### config.mk
export PLATFORM = sky130hd
export DESIGN_NAME = i2cm_master
export DESIGN_NICKNAME = d
export VERILOG_FILES = /design/src/i2cm_pkg.sv /design/src/i2cm_fifo.sv /design/src/i2cm_clkdiv.sv /design/src/i2cm_master.sv
export VERILOG_INCLUDE_DIRS = /design/src
export SDC_FILE = /design/constraint.sdc
export NUM_CORES = 1
export LEC_CHECK = 0
export ABC_AREA = 1
export BUFFER_PORTS_ARGS = -buffer_cell sky130_fd_sc_hd__buf_2
export CAP_MARGIN = 30
export CORE_AREA = 2 2 117 119
export DETAILED_ROUTE_END_ITERATION = 10
export DIE_AREA = 0 0 119 121
export HOLD_SLACK_MARGIN = 0.02
export PLACE_DENSITY = 0.81
export SLEW_MARGIN = 20
export SYNTH_ARGS = -nofsm -noshare
export SYNTH_HDL_FRONTEND = slang
export SYNTH_SLANG_ARGS = --single-unit
### constraint.sdc
create_clock -name clk_sys -period 5.9 [get_ports clk_sys]
set_input_delay 1.475 -clock clk_sys [delete_from_list [all_inputs] [get_ports clk_sys]]
set_output_delay 1.475 -clock clk_sys [all_outputs]
set_load 0.05 [all_outputs]
### src/i2cm_params.svh
// constants for the two-wire master: offsets, field positions, reset values, timing
`ifndef I2CM_PARAMS_SVH
`define I2CM_PARAMS_SVH
// ------------------------------------------------------------
// register offsets
// ------------------------------------------------------------
`define I2CM_TX_ADDR 8'h9A
`define I2CM_RX_ADDR 8'h9B
`define I2CM_MODE_ADDR 8'hE8
`define I2CM_TADR_ADDR 8'hE9
`define I2CM_STAT_ADDR 8'hEA
// ------------------------------------------------------------
// reset values
// ------------------------------------------------------------
`define I2CM_MODE_RST 8'h00
`define I2CM_TADR_RST 8'h00
`define I2CM_RX_RST 8'h00
// ------------------------------------------------------------
// field positions
// ------------------------------------------------------------
`define I2CM_EN_BIT 7
`define I2CM_RATE_HI 6
`define I2CM_RATE_LO 5
`define I2CM_RCT_HI 4
`define I2CM_RCT_LO 0
`define I2CM_DIR_BIT 0
`define I2CM_ST_BUSY 7
`define I2CM_ST_NOACK 6
`define I2CM_ST_RXIRQ 5
`define I2CM_ST_TXIRQ 4
`define I2CM_ST_FIFO_HI 3
`define I2CM_ST_FIFO_LO 2
`define I2CM_ST_ACC 1
`define I2CM_ST_TXWR 0
// ------------------------------------------------------------
// timing: serial clock period in core cycles at rate code 0, phases per period; fifo depth
// ------------------------------------------------------------
`define I2CM_DIV_BASE 16
`define I2CM_PHASES 4
`define I2CM_FIFO_DEPTH 4
`endif

### src/i2cm_pkg.sv
// types shared by the two-wire master files
package i2cm_pkg;
  typedef enum logic [2:0] {
    ST_IDLE,
    ST_START,
    ST_BYTE,
    ST_STOP,
    ST_RESTART
  } i2cm_state_e;
endpackage

### src/i2cm_fifo.sv
// small byte fifo with registered head output
`timescale 1ns/100ps
`include "i2cm_params.svh"
module i2cm_fifo #(
  parameter int WIDTH = 8,
  parameter int DEPTH = `I2CM_FIFO_DEPTH
) (
  input wire logic clk_sys,
  input wire logic reset,
  input wire logic clear,
  input wire logic push,
  input wire logic [WIDTH-1:0] wdata,
  input wire logic pop,
  output logic [WIDTH-1:0] rdata,
  output logic [$clog2(DEPTH):0] count
);
  localparam int AW = $clog2(DEPTH);
  logic [WIDTH-1:0] mem [DEPTH];
  logic [AW-1:0] wr_ptr_r;
  logic [AW-1:0] rd_ptr_r;
  logic [AW:0] count_r;
  logic [AW-1:0] rd_nxt;
  logic do_push;
  logic do_pop;

  assign do_push = push && (count_r != (AW+1)'(DEPTH));
  assign do_pop = pop && (count_r != '0);
  assign rd_nxt = do_pop ? AW'(rd_ptr_r + 1'b1) : rd_ptr_r;
  assign count = count_r;

  always_ff @(posedge clk_sys) begin
    if (do_push) begin
      mem[wr_ptr_r] <= wdata;
    end
  end

  always_ff @(posedge clk_sys) begin
    if (reset || clear) begin
      wr_ptr_r <= '0;
      rd_ptr_r <= '0;
      count_r <= '0;
    end else begin
      if (do_push) begin
        wr_ptr_r <= AW'(wr_ptr_r + 1'b1);
      end
      rd_ptr_r <= rd_nxt;
      count_r <= count_r + (AW+1)'(do_push) - (AW+1)'(do_pop);
    end
  end

  // forward a write landing on the new head so rdata never lags count
  always_ff @(posedge clk_sys) begin
    if (reset || clear) begin
      rdata <= '0;
    end else if (do_push && wr_ptr_r == rd_nxt) begin
      rdata <= wdata;
    end else begin
      rdata <= mem[rd_nxt];
    end
  end
endmodule

### src/i2cm_clkdiv.sv
// quarter-bit tick generator for the serial clock
`timescale 1ns/100ps
`include "i2cm_params.svh"
module i2cm_clkdiv (
  input wire logic clk_sys,
  input wire logic reset,
  input wire logic run,
  input wire logic [1:0] rate,
  output logic tick
);
  // four ticks per serial clock period: divisor 16, 32, 64 or 128
  localparam logic [5:0] QTR = 6'(`I2CM_DIV_BASE / `I2CM_PHASES);
  logic [5:0] cnt_r;
  logic [5:0] reload;

  assign reload = 6'((QTR << rate) - 6'h01);
  assign tick = run && (cnt_r == 6'h00);

  always_ff @(posedge clk_sys) begin
    if (reset) begin
      cnt_r <= 6'h00;
    end else if (!run || cnt_r == 6'h00) begin
      cnt_r <= reload;
    end else begin
      cnt_r <= cnt_r - 6'h01;
    end
  end
endmodule

### src/i2cm_master.sv
// two-wire bus master with special function register access and shared pins
// Summary of operation
// - master only in hardware; no slave behaviour exists.
// - pin select input gives the shared pins to this master or the spi port.
// - bus lines only pulled low or released, wired-and.
// - start only on idle bus; start, address, data, stop returns idle.
// - serial clock is core clock over 16 times two to the rate code.
// - at 4.096 MHz core, rate codes give 256 kHz down to 32 kHz.
// - active only while enable bit set; address write then launches transfer.
// - target address holds seven-bit id high and direction bit low.
// - every target address write while active starts a new read or write.
// - direction one reads; received bytes go to the receive buffer.
// - direction zero writes bytes taken from the transmit buffer.
// - read stops after receive count plus one bytes, or on error.
// - registers sit at the shared spi offsets; buffers are common.
// - missing acknowledge sets sticky flag and halts; write zero clears.
// - master acks reads automatically, nacks the last byte.
// - address rewrite mid-transfer ends with repeated start, then continues.
// - four-byte receive and transmit fifos; only the one in use is reported in status.
`timescale 1ns/100ps
`include "i2cm_params.svh"
module i2cm_master #(
  parameter int FIFO_DEPTH = `I2CM_FIFO_DEPTH
) (
  input wire logic clk_sys,
  input wire logic reset,
  input wire logic [7:0] sfr_addr,
  input wire logic sfr_wr,
  input wire logic sfr_rd,
  input wire logic [7:0] sfr_wdata,
  output logic [7:0] sfr_rdata,
  input wire logic peripheral_pin_select,
  input wire logic spi_data_out,
  input wire logic spi_data_oe_n,
  input wire logic spi_clk_out,
  input wire logic spi_clk_oe_n,
  input wire logic bus_data_line_in,
  output logic bus_data_line_out,
  output logic bus_data_line_oe_n,
  input wire logic bus_clock_line_in,
  output logic bus_clock_line_out,
  output logic bus_clock_line_oe_n
);
  localparam int CW = $clog2(FIFO_DEPTH) + 1;
  localparam logic [CW-1:0] FULL = CW'(FIFO_DEPTH);

  // ------------------------------------------------------------
  // registers and decode
  // ------------------------------------------------------------
  logic [7:0] two_wire_mode_r;
  logic [7:0] target_address_r;
  logic [4:0] flags_r;
  logic [4:0] flags_set;
  logic [4:0] flags_clr;
  logic go_r;
  logic two_wire_enable;
  logic active;
  logic [1:0] clock_rate_field;
  logic [4:0] receive_count_field;
  logic adr_wr;
  logic mode_wr;
  logic stat_wr;
  logic tx_wr;
  logic rx_rd;

  assign two_wire_enable = two_wire_mode_r[`I2CM_EN_BIT];
  assign clock_rate_field = two_wire_mode_r[`I2CM_RATE_HI:`I2CM_RATE_LO];
  assign receive_count_field = two_wire_mode_r[`I2CM_RCT_HI:`I2CM_RCT_LO];
  assign active = two_wire_enable && peripheral_pin_select;
  assign adr_wr = sfr_wr && sfr_addr == `I2CM_TADR_ADDR;
  assign mode_wr = sfr_wr && sfr_addr == `I2CM_MODE_ADDR;
  assign stat_wr = sfr_wr && sfr_addr == `I2CM_STAT_ADDR;
  assign tx_wr = sfr_wr && sfr_addr == `I2CM_TX_ADDR;
  assign rx_rd = sfr_rd && sfr_addr == `I2CM_RX_ADDR;

  // ------------------------------------------------------------
  // transfer engine signals
  // ------------------------------------------------------------
  i2cm_pkg::i2cm_state_e state_r;
  logic [1:0] phase_r;
  logic [3:0] bit_r;
  logic [7:0] shift_r;
  logic is_addr_r;
  logic rd_r;
  logic [4:0] rxcnt_r;
  logic ack_in_r;
  logic sda_low_r;
  logic scl_low_r;
  logic tick;
  logic adv;
  logic stall;
  logic tx_mode;
  logic rx_last;
  logic byte_end;
  logic nack_evt;
  logic load_next;
  logic rx_push;
  logic tx_push;
  logic tx_pop;
  logic [7:0] tx_rdata;
  logic [7:0] rx_rdata;
  logic [CW-1:0] tx_cnt;
  logic [CW-1:0] rx_cnt;
  logic [CW-1:0] use_cnt;
  logic [1:0] fifo_stat;
  logic i2c_sda_oe_n;
  logic i2c_scl_oe_n;

  assign tx_mode = is_addr_r || !rd_r;
  assign rx_last = rxcnt_r == receive_count_field;
  // slave may stretch the clock; a full receive fifo holds scl released in the acknowledge bit instead of dropping a byte
  assign stall = state_r == i2cm_pkg::ST_BYTE
    && ((phase_r == 2'h2 && !bus_clock_line_in)
    || (phase_r == 2'h3 && bit_r[3] && !tx_mode && rx_cnt == FULL));
  assign adv = tick && !stall;
  assign byte_end = adv && state_r == i2cm_pkg::ST_BYTE && phase_r == 2'h3 && bit_r[3];
  assign nack_evt = byte_end && tx_mode && ack_in_r;
  assign load_next = byte_end && tx_mode && !ack_in_r && !(is_addr_r && rd_r) && !go_r
    && tx_cnt != '0;
  assign rx_push = byte_end && !tx_mode;
  assign tx_push = tx_wr && tx_cnt != FULL;
  assign tx_pop = load_next;

  i2cm_clkdiv u_div (
    .clk_sys(clk_sys),
    .reset(reset),
    .run(active && state_r != i2cm_pkg::ST_IDLE),
    .rate(clock_rate_field),
    .tick(tick)
  );

  i2cm_fifo #(.WIDTH(8), .DEPTH(FIFO_DEPTH)) u_txf (
    .clk_sys(clk_sys),
    .reset(reset),
    .clear(!two_wire_enable),
    .push(tx_push),
    .wdata(sfr_wdata),
    .pop(tx_pop),
    .rdata(tx_rdata),
    .count(tx_cnt)
  );

  i2cm_fifo #(.WIDTH(8), .DEPTH(FIFO_DEPTH)) u_rxf (
    .clk_sys(clk_sys),
    .reset(reset),
    .clear(!two_wire_enable),
    .push(rx_push),
    .wdata(shift_r),
    .pop(rx_rd),
    .rdata(rx_rdata),
    .count(rx_cnt)
  );

  // ------------------------------------------------------------
  // software registers
  // ------------------------------------------------------------
  always_ff @(posedge clk_sys) begin
    if (reset) begin
      two_wire_mode_r <= `I2CM_MODE_RST;
    end else if (mode_wr) begin
      two_wire_mode_r <= sfr_wdata;
    end
  end

  always_ff @(posedge clk_sys) begin
    if (reset) begin
      target_address_r <= `I2CM_TADR_RST;
    end else if (adr_wr) begin
      target_address_r <= sfr_wdata;
    end
  end

  // a new address write beats the clear from the start that consumes the old one
  always_ff @(posedge clk_sys) begin
    if (reset || !active) begin
      go_r <= 1'b0;
    end else if (adr_wr) begin
      go_r <= 1'b1;
    end else if (adv && state_r == i2cm_pkg::ST_START && phase_r == 2'h3) begin
      go_r <= 1'b0;
    end
  end

  // sticky flags {noack, rxirq, txirq, acc_err, txwr_err}; writing 0 clears, set wins
  assign flags_set = {nack_evt, rx_push, tx_pop && tx_cnt == CW'(1),
    tx_wr && state_r != i2cm_pkg::ST_IDLE && !tx_mode, tx_wr && tx_cnt == FULL};
  assign flags_clr = stat_wr ? ~{sfr_wdata[`I2CM_ST_NOACK], sfr_wdata[`I2CM_ST_RXIRQ],
    sfr_wdata[`I2CM_ST_TXIRQ], sfr_wdata[`I2CM_ST_ACC], sfr_wdata[`I2CM_ST_TXWR]} : 5'h00;

  always_ff @(posedge clk_sys) begin
    if (reset) begin
      flags_r <= 5'h00;
    end else begin
      flags_r <= flags_set | (flags_r & ~flags_clr);
    end
  end

  // only the fifo of the current direction is reported
  assign use_cnt = rd_r ? rx_cnt : tx_cnt;
  assign fifo_stat = (use_cnt == '0) ? 2'h0 : (use_cnt == FULL) ? 2'h3 : 2'h2;

  always_ff @(posedge clk_sys) begin
    if (reset) begin
      sfr_rdata <= `I2CM_RX_RST;
    end else if (sfr_rd) begin
      case (sfr_addr)
        `I2CM_RX_ADDR: sfr_rdata <= rx_rdata;
        `I2CM_MODE_ADDR: sfr_rdata <= two_wire_mode_r;
        `I2CM_TADR_ADDR: sfr_rdata <= target_address_r;
        `I2CM_STAT_ADDR: sfr_rdata <= {state_r != i2cm_pkg::ST_IDLE || go_r, flags_r[4:2],
          fifo_stat, flags_r[1:0]};
        default: sfr_rdata <= 8'h00;
      endcase
    end
  end

  // ------------------------------------------------------------
  // bus sequencer: four quarter-bit phases per step
  // ------------------------------------------------------------
  always_ff @(posedge clk_sys) begin
    if (reset || !active) begin
      state_r <= i2cm_pkg::ST_IDLE;
      phase_r <= 2'h0;
      sda_low_r <= 1'b0;
      scl_low_r <= 1'b0;
      bit_r <= 4'h0;
      shift_r <= 8'h00;
      is_addr_r <= 1'b0;
      rd_r <= 1'b0;
      rxcnt_r <= 5'h00;
      ack_in_r <= 1'b0;
    end else if (state_r == i2cm_pkg::ST_IDLE) begin
      phase_r <= 2'h0;
      if (go_r && bus_data_line_in && bus_clock_line_in) begin
        state_r <= i2cm_pkg::ST_START;
      end
    end else if (adv) begin
      phase_r <= phase_r + 2'h1;
      case (state_r)
        i2cm_pkg::ST_START: begin
          if (phase_r == 2'h1) begin
            sda_low_r <= 1'b1;
          end else if (phase_r == 2'h2) begin
            scl_low_r <= 1'b1;
          end else if (phase_r == 2'h3) begin
            shift_r <= target_address_r;
            rd_r <= target_address_r[`I2CM_DIR_BIT];
            is_addr_r <= 1'b1;
            bit_r <= 4'h0;
            rxcnt_r <= 5'h00;
            state_r <= i2cm_pkg::ST_BYTE;
          end
        end
        i2cm_pkg::ST_BYTE: begin
          case (phase_r)
            2'h0: sda_low_r <= bit_r[3] ? (!tx_mode && !rx_last) : (tx_mode && !shift_r[7]);
            2'h1: scl_low_r <= 1'b0;
            2'h2: begin
              ack_in_r <= bus_data_line_in;
              if (!bit_r[3]) begin
                shift_r <= {shift_r[6:0], bus_data_line_in};
              end
            end
            default: begin
              scl_low_r <= 1'b1;
              if (!bit_r[3]) begin
                bit_r <= bit_r + 4'h1;
              end else if (tx_mode) begin
                if (ack_in_r) begin
                  state_r <= i2cm_pkg::ST_STOP;
                end else if (is_addr_r && rd_r) begin
                  is_addr_r <= 1'b0;
                  bit_r <= 4'h0;
                end else if (go_r) begin
                  state_r <= i2cm_pkg::ST_RESTART;
                end else if (load_next) begin
                  shift_r <= tx_rdata;
                  is_addr_r <= 1'b0;
                  bit_r <= 4'h0;
                end else begin
                  state_r <= i2cm_pkg::ST_STOP;
                end
              end else begin
                bit_r <= 4'h0;
                rxcnt_r <= rxcnt_r + 5'h01;
                if (rx_last) begin
                  state_r <= go_r ? i2cm_pkg::ST_RESTART : i2cm_pkg::ST_STOP;
                end
              end
            end
          endcase
        end
        i2cm_pkg::ST_STOP: begin
          if (phase_r == 2'h0) begin
            sda_low_r <= 1'b1;
          end else if (phase_r == 2'h1) begin
            scl_low_r <= 1'b0;
          end else if (phase_r == 2'h2) begin
            sda_low_r <= 1'b0;
          end else begin
            state_r <= i2cm_pkg::ST_IDLE;
          end
        end
        i2cm_pkg::ST_RESTART: begin
          if (phase_r == 2'h0) begin
            sda_low_r <= 1'b0;
          end else if (phase_r == 2'h1) begin
            scl_low_r <= 1'b0;
            state_r <= i2cm_pkg::ST_START;
            phase_r <= 2'h1;
          end
        end
        default: state_r <= i2cm_pkg::ST_IDLE;
      endcase
    end
  end

  // ------------------------------------------------------------
  // pins: this master only ever pulls low; spi owns them when deselected
  // ------------------------------------------------------------
  assign i2c_sda_oe_n = !(active && sda_low_r);
  assign i2c_scl_oe_n = !(active && scl_low_r);
  assign bus_data_line_out = peripheral_pin_select ? 1'b0 : spi_data_out;
  assign bus_data_line_oe_n = peripheral_pin_select ? i2c_sda_oe_n : spi_data_oe_n;
  assign bus_clock_line_out = peripheral_pin_select ? 1'b0 : spi_clk_out;
  assign bus_clock_line_oe_n = peripheral_pin_select ? i2c_scl_oe_n : spi_clk_oe_n;
endmodule

==> summary.txt <==
Place
  • DP Wirelength: 13.5 mm
  • Port Buffer Count: 38
  • Post-place setup slack: 1450 ps
  • Placer Congestion: 0.903

Power and ir drop
  • Switch Pwr: 475 µW
  • Clk network pwr share: 47.8%
  • Int Pwr: 1780 µW
  • Maximum VDD drop: 250 µV
  • Pleak: 0.00346 µW
  • Switching part of the total power: 21.1%
  • Share of power burned in registers: 50.1%
  • PD cells: 261 mW/mm²
  • Combinational power share: 2.1%

Worst setup path
  • R2R setup slack: 3000 ps
  • Arrival time at the worst endpoint: 4390 ps
  • Critical path launch point type: input port
  • Worst-path maximum fanout: 22
  • Critical R2R Capture: u_txf.rdata[0]
  • Crit path required time: 6220 ps
  • CP top delay family: simple AND/OR/NAND/NOR gates
  • Critical-path top delay cell: nand2_1
  • Origin of the critical flop-to-flop path: state_r[2]
  • FF-to-FF path depth: 13
  • CP Class: in2reg
  • Most frequent CP cell: nand2_1
  • Maximum single-stage delay on the critical path: 680 ps
  • Critical Path Sink Type: flip-flop
  • Worst Path Buf+Inv: 3
  • Critical Path Stages: 13
  • Worst-path cell chain: buf_2, inv_1, nand4_1, nor4_4, nand3_1, nand2_1, nand2_1, nand2_1, nor2_1, nand2_1, inv_1, nor2_1, nor2_1

Run status
  • Status: completed

Job
  • Max Cap Viol: 0

Global routing
  • Global-route wire length before repair: 30.8 mm
  • Initial antenna violation count: 0
  • M1 GR Usage: 33.9%
  • Vias in the first global route: 6299
  • GR Overflow Total: 0
  • Met3 GRT Util: 6.67%
  • GRT Util Overall: 27.7%
  • Most Crowded Layer GR: met2
  • Largest net degree at the start of global routing: 27
  • Met2 GRT Util: 46.0%

Clocking
  • Root buf cell: clkbuf_16
  • CTS tree: yes
  • CTS clk-pin slew, worst paths: 60 ps
  • Inserted Clock Buffers: 17
  • CTS Hold Buffers Added: 0
  • Setup bufs post-CTS: 0
  • Clock Latency Late Sink: 430 ps
  • Post-cts resize count: 0
  • # clock sinks: 157
  • Max clock buf depth: 2
  • H-tree levels: 4

STA
  • Headroom to the max-slew limit: 48.7%
  • Final TNS setup: 0 ps
  • Tmin final: 4070 ps
  • Unrepaired setup endpoints after global routing: no
  • FMAX: 0.246 GHz
  • Clock skew: 7.02 ps
  • Final Slew Violations: 0
  • Fin crit share: 68.9%
  • Fin. Hold Viols: 0
  • Final setup fails: 0
  • Worst-Margin Slew: 767 ps
  • Worst setup margin: 1830 ps

Worst hold path
  • Worst Hold End: target_address_r[2]
  • Min-delay src: target_address_r[2]
  • Min-delay worst type: reg2reg
  • Hold Path Cell Cnt: 2

Floorplanning
  • DIE WIDTH: 119 µm
  • Row cnt: 42
  • Die Y: 121 µm
  • # IOs: 39
  • Area of the core: 0.0131 mm²
  • Initial Utilization: 59.2%
  • Die area: 0.0144 mm²

Layout
  • Commonest non-fill, non-tap cell in the layout: nand2_1
  • Layout fillers: 1054
  • Synth-to-layout area growth: 11.4%
  • Commonest cells after routing, fill and taps aside: nand2_1, inv_1, nor2_1
  • Multi-input logic area: 0.00328 mm²
  • Reg area: 0.00378 mm²
  • Share of cells above drive strength 1: 10.8%
  • Antenna Diode Count: 0
  • Final nets: 1021

Detailed routing
  • Total wire length: 19.0 mm
  • ANT nets after route: 0
  • Post-DR vias/cell: 5.70
  • Post-DR wirelength/cell: 16.4 µm
  • Vias: 6603
  • DRC viols: 0
  • Iteration-0 DRC Markers: 725
  • 1st-pass router iterations: 6

Synth
  • Syn. warnings: 0
  • Syn Inst Count: 938
  • Synthesized area: 0.00774 mm²
  • Top post-synthesis cells by area: edfxtp_1, dfxtp_1, nand2_1
  • Sequential-to-total area share from yosys stat: 48.9%
  • Top-area cell type share of the netlist area: 24.8%
  • Area leader, netlist: edfxtp_1
  • Synth Area per Inst: 8.25 µm²
  • Total nets after synthesis: 989
  • Post-synth cell types: 51
  • Synth Register Bits: 157
==> layout make-up <==
cell class	count	share of cell area, %
Sequential cell	157	43.9
Multi-Input combinational cell	606	38.0
Inverter	148	6.44
Clock buffer	23	5.79
Tap cell	176	2.55
Timing Repair Buffer	40	2.38
Clock inverter	9	0.943
==> routing by layer <==
layer / up-vias / share of wire [%]
met5: - / 0
met4: 0 / 3.8
met3: 60 / 7.6
met2: 308 / 48
met1: 3041 / 41
li1: 3194 / -
==> tightest hold or removal path: stages, from the launching register on <==
cell and delay (ps):
dfxtp_1 320, nand2_1 60, a21oi_1 50
==> through the flow <==
| step | hold WS [ps] | instance area, µm² | utilization [%] | cells | power, µW |
|---|---|---|---|---|---|
| 4_1_cts | 479 | 8620 | 65.9 | 1159 | 2250 |
| 2_1_floorplan | 444 | 7740 | - | 938 | 1170 |
| 3_5_place_dp | 468 | 8040 | 61.4 | 1127 | 1200 |
| 6_report | 480 | 8620 | 65.9 | 1159 | 2250 |
| 3_3_place_gp | 467 | 8040 | 61.4 | 1127 | 1200 |
| 5_1_grt | 505 | 8620 | 65.9 | 1159 | 2310 |
==> cells by family (layout without fill, tap and decap cells) <==
kind of cell               Yosys count  count (layout)  share of synthesized area, %
xor gates and xnor gates            11              11                          1.24
buffers and inverters              175             220                          8.81
AOI/OAI and AO/OA                  194             194                          14.4
adders and majority gates           24              24                          4.07
and+or+nand+nor                    377             377                          22.6
DFF                                157             157                          48.9
==> flip-flops by register name, summed over array words and instances (netlist names), 4 cells and up <==
register          flops
u_txf.mem            32
u_div.cnt_r           6
u_rxf.mem            32
u_rxf.rdata           8
sfr_rdata             8
u_txf.rdata           8
two_wire_mode_r       8
flags_r               5
shift_r               8
bit_r                 4
rxcnt_r               5
target_address_r      8
==> how the worst max path moves through the flow <==
| stage | slack [ps] | startpoint | to |
|---|---|---|---|
| 5_1_grt | 1600 | sfr_addr[5] | u_rxf.rdata[7] |
| 3_3_place_gp | 1580 | sfr_addr[6] | u_rxf.rdata[0] |
| 3_5_place_dp | 1450 | sfr_addr[6] | u_rxf.rdata[2] |
| 2_1_floorplan | 2280 | spi_clk_out | bus_clock_line_out |
| 4_1_cts | 1890 | sfr_addr[6] | u_rxf.rdata[2] |
| 6_report | 1830 | sfr_addr[6] | u_rxf.rdata[2] |
==> synthesized netlist by cell type (all sizes together) <==
library cell  instances
xnor2                 6
xor2                  5
and2                  2
nand3                59
a211oi                4
o21ai                75
nor4                  3
o2111ai               3
nor2                112
nand2               154
clkinv                1
a311oi                1
a31oi                 4
fa                    2
o22ai                 2
dfxtp                93
o211ai               14
o31ai                 4
a22oi                 3
buf                  12
nor3b                 1
o221ai                9
or2                   5
nand4                13
nand3b               15
inv                 147
a221oi                3
clkbuf               15
a21oi                72
nor3                 12
and3                  1
edfxtp               64
ha                   22
==> power groups by stage <==
stage          Clock (µW)  Combinational (µW)  Sequential, µW
4_1_cts              1080                47.0            1130
2_1_floorplan           0                20.8            1150
5_1_grt              1130                51.9            1130
3_3_place_gp            0                45.9            1150
6_report             1080                47.4            1130
3_5_place_dp            0                46.6            1150
(Power assumes the default switching activity.)
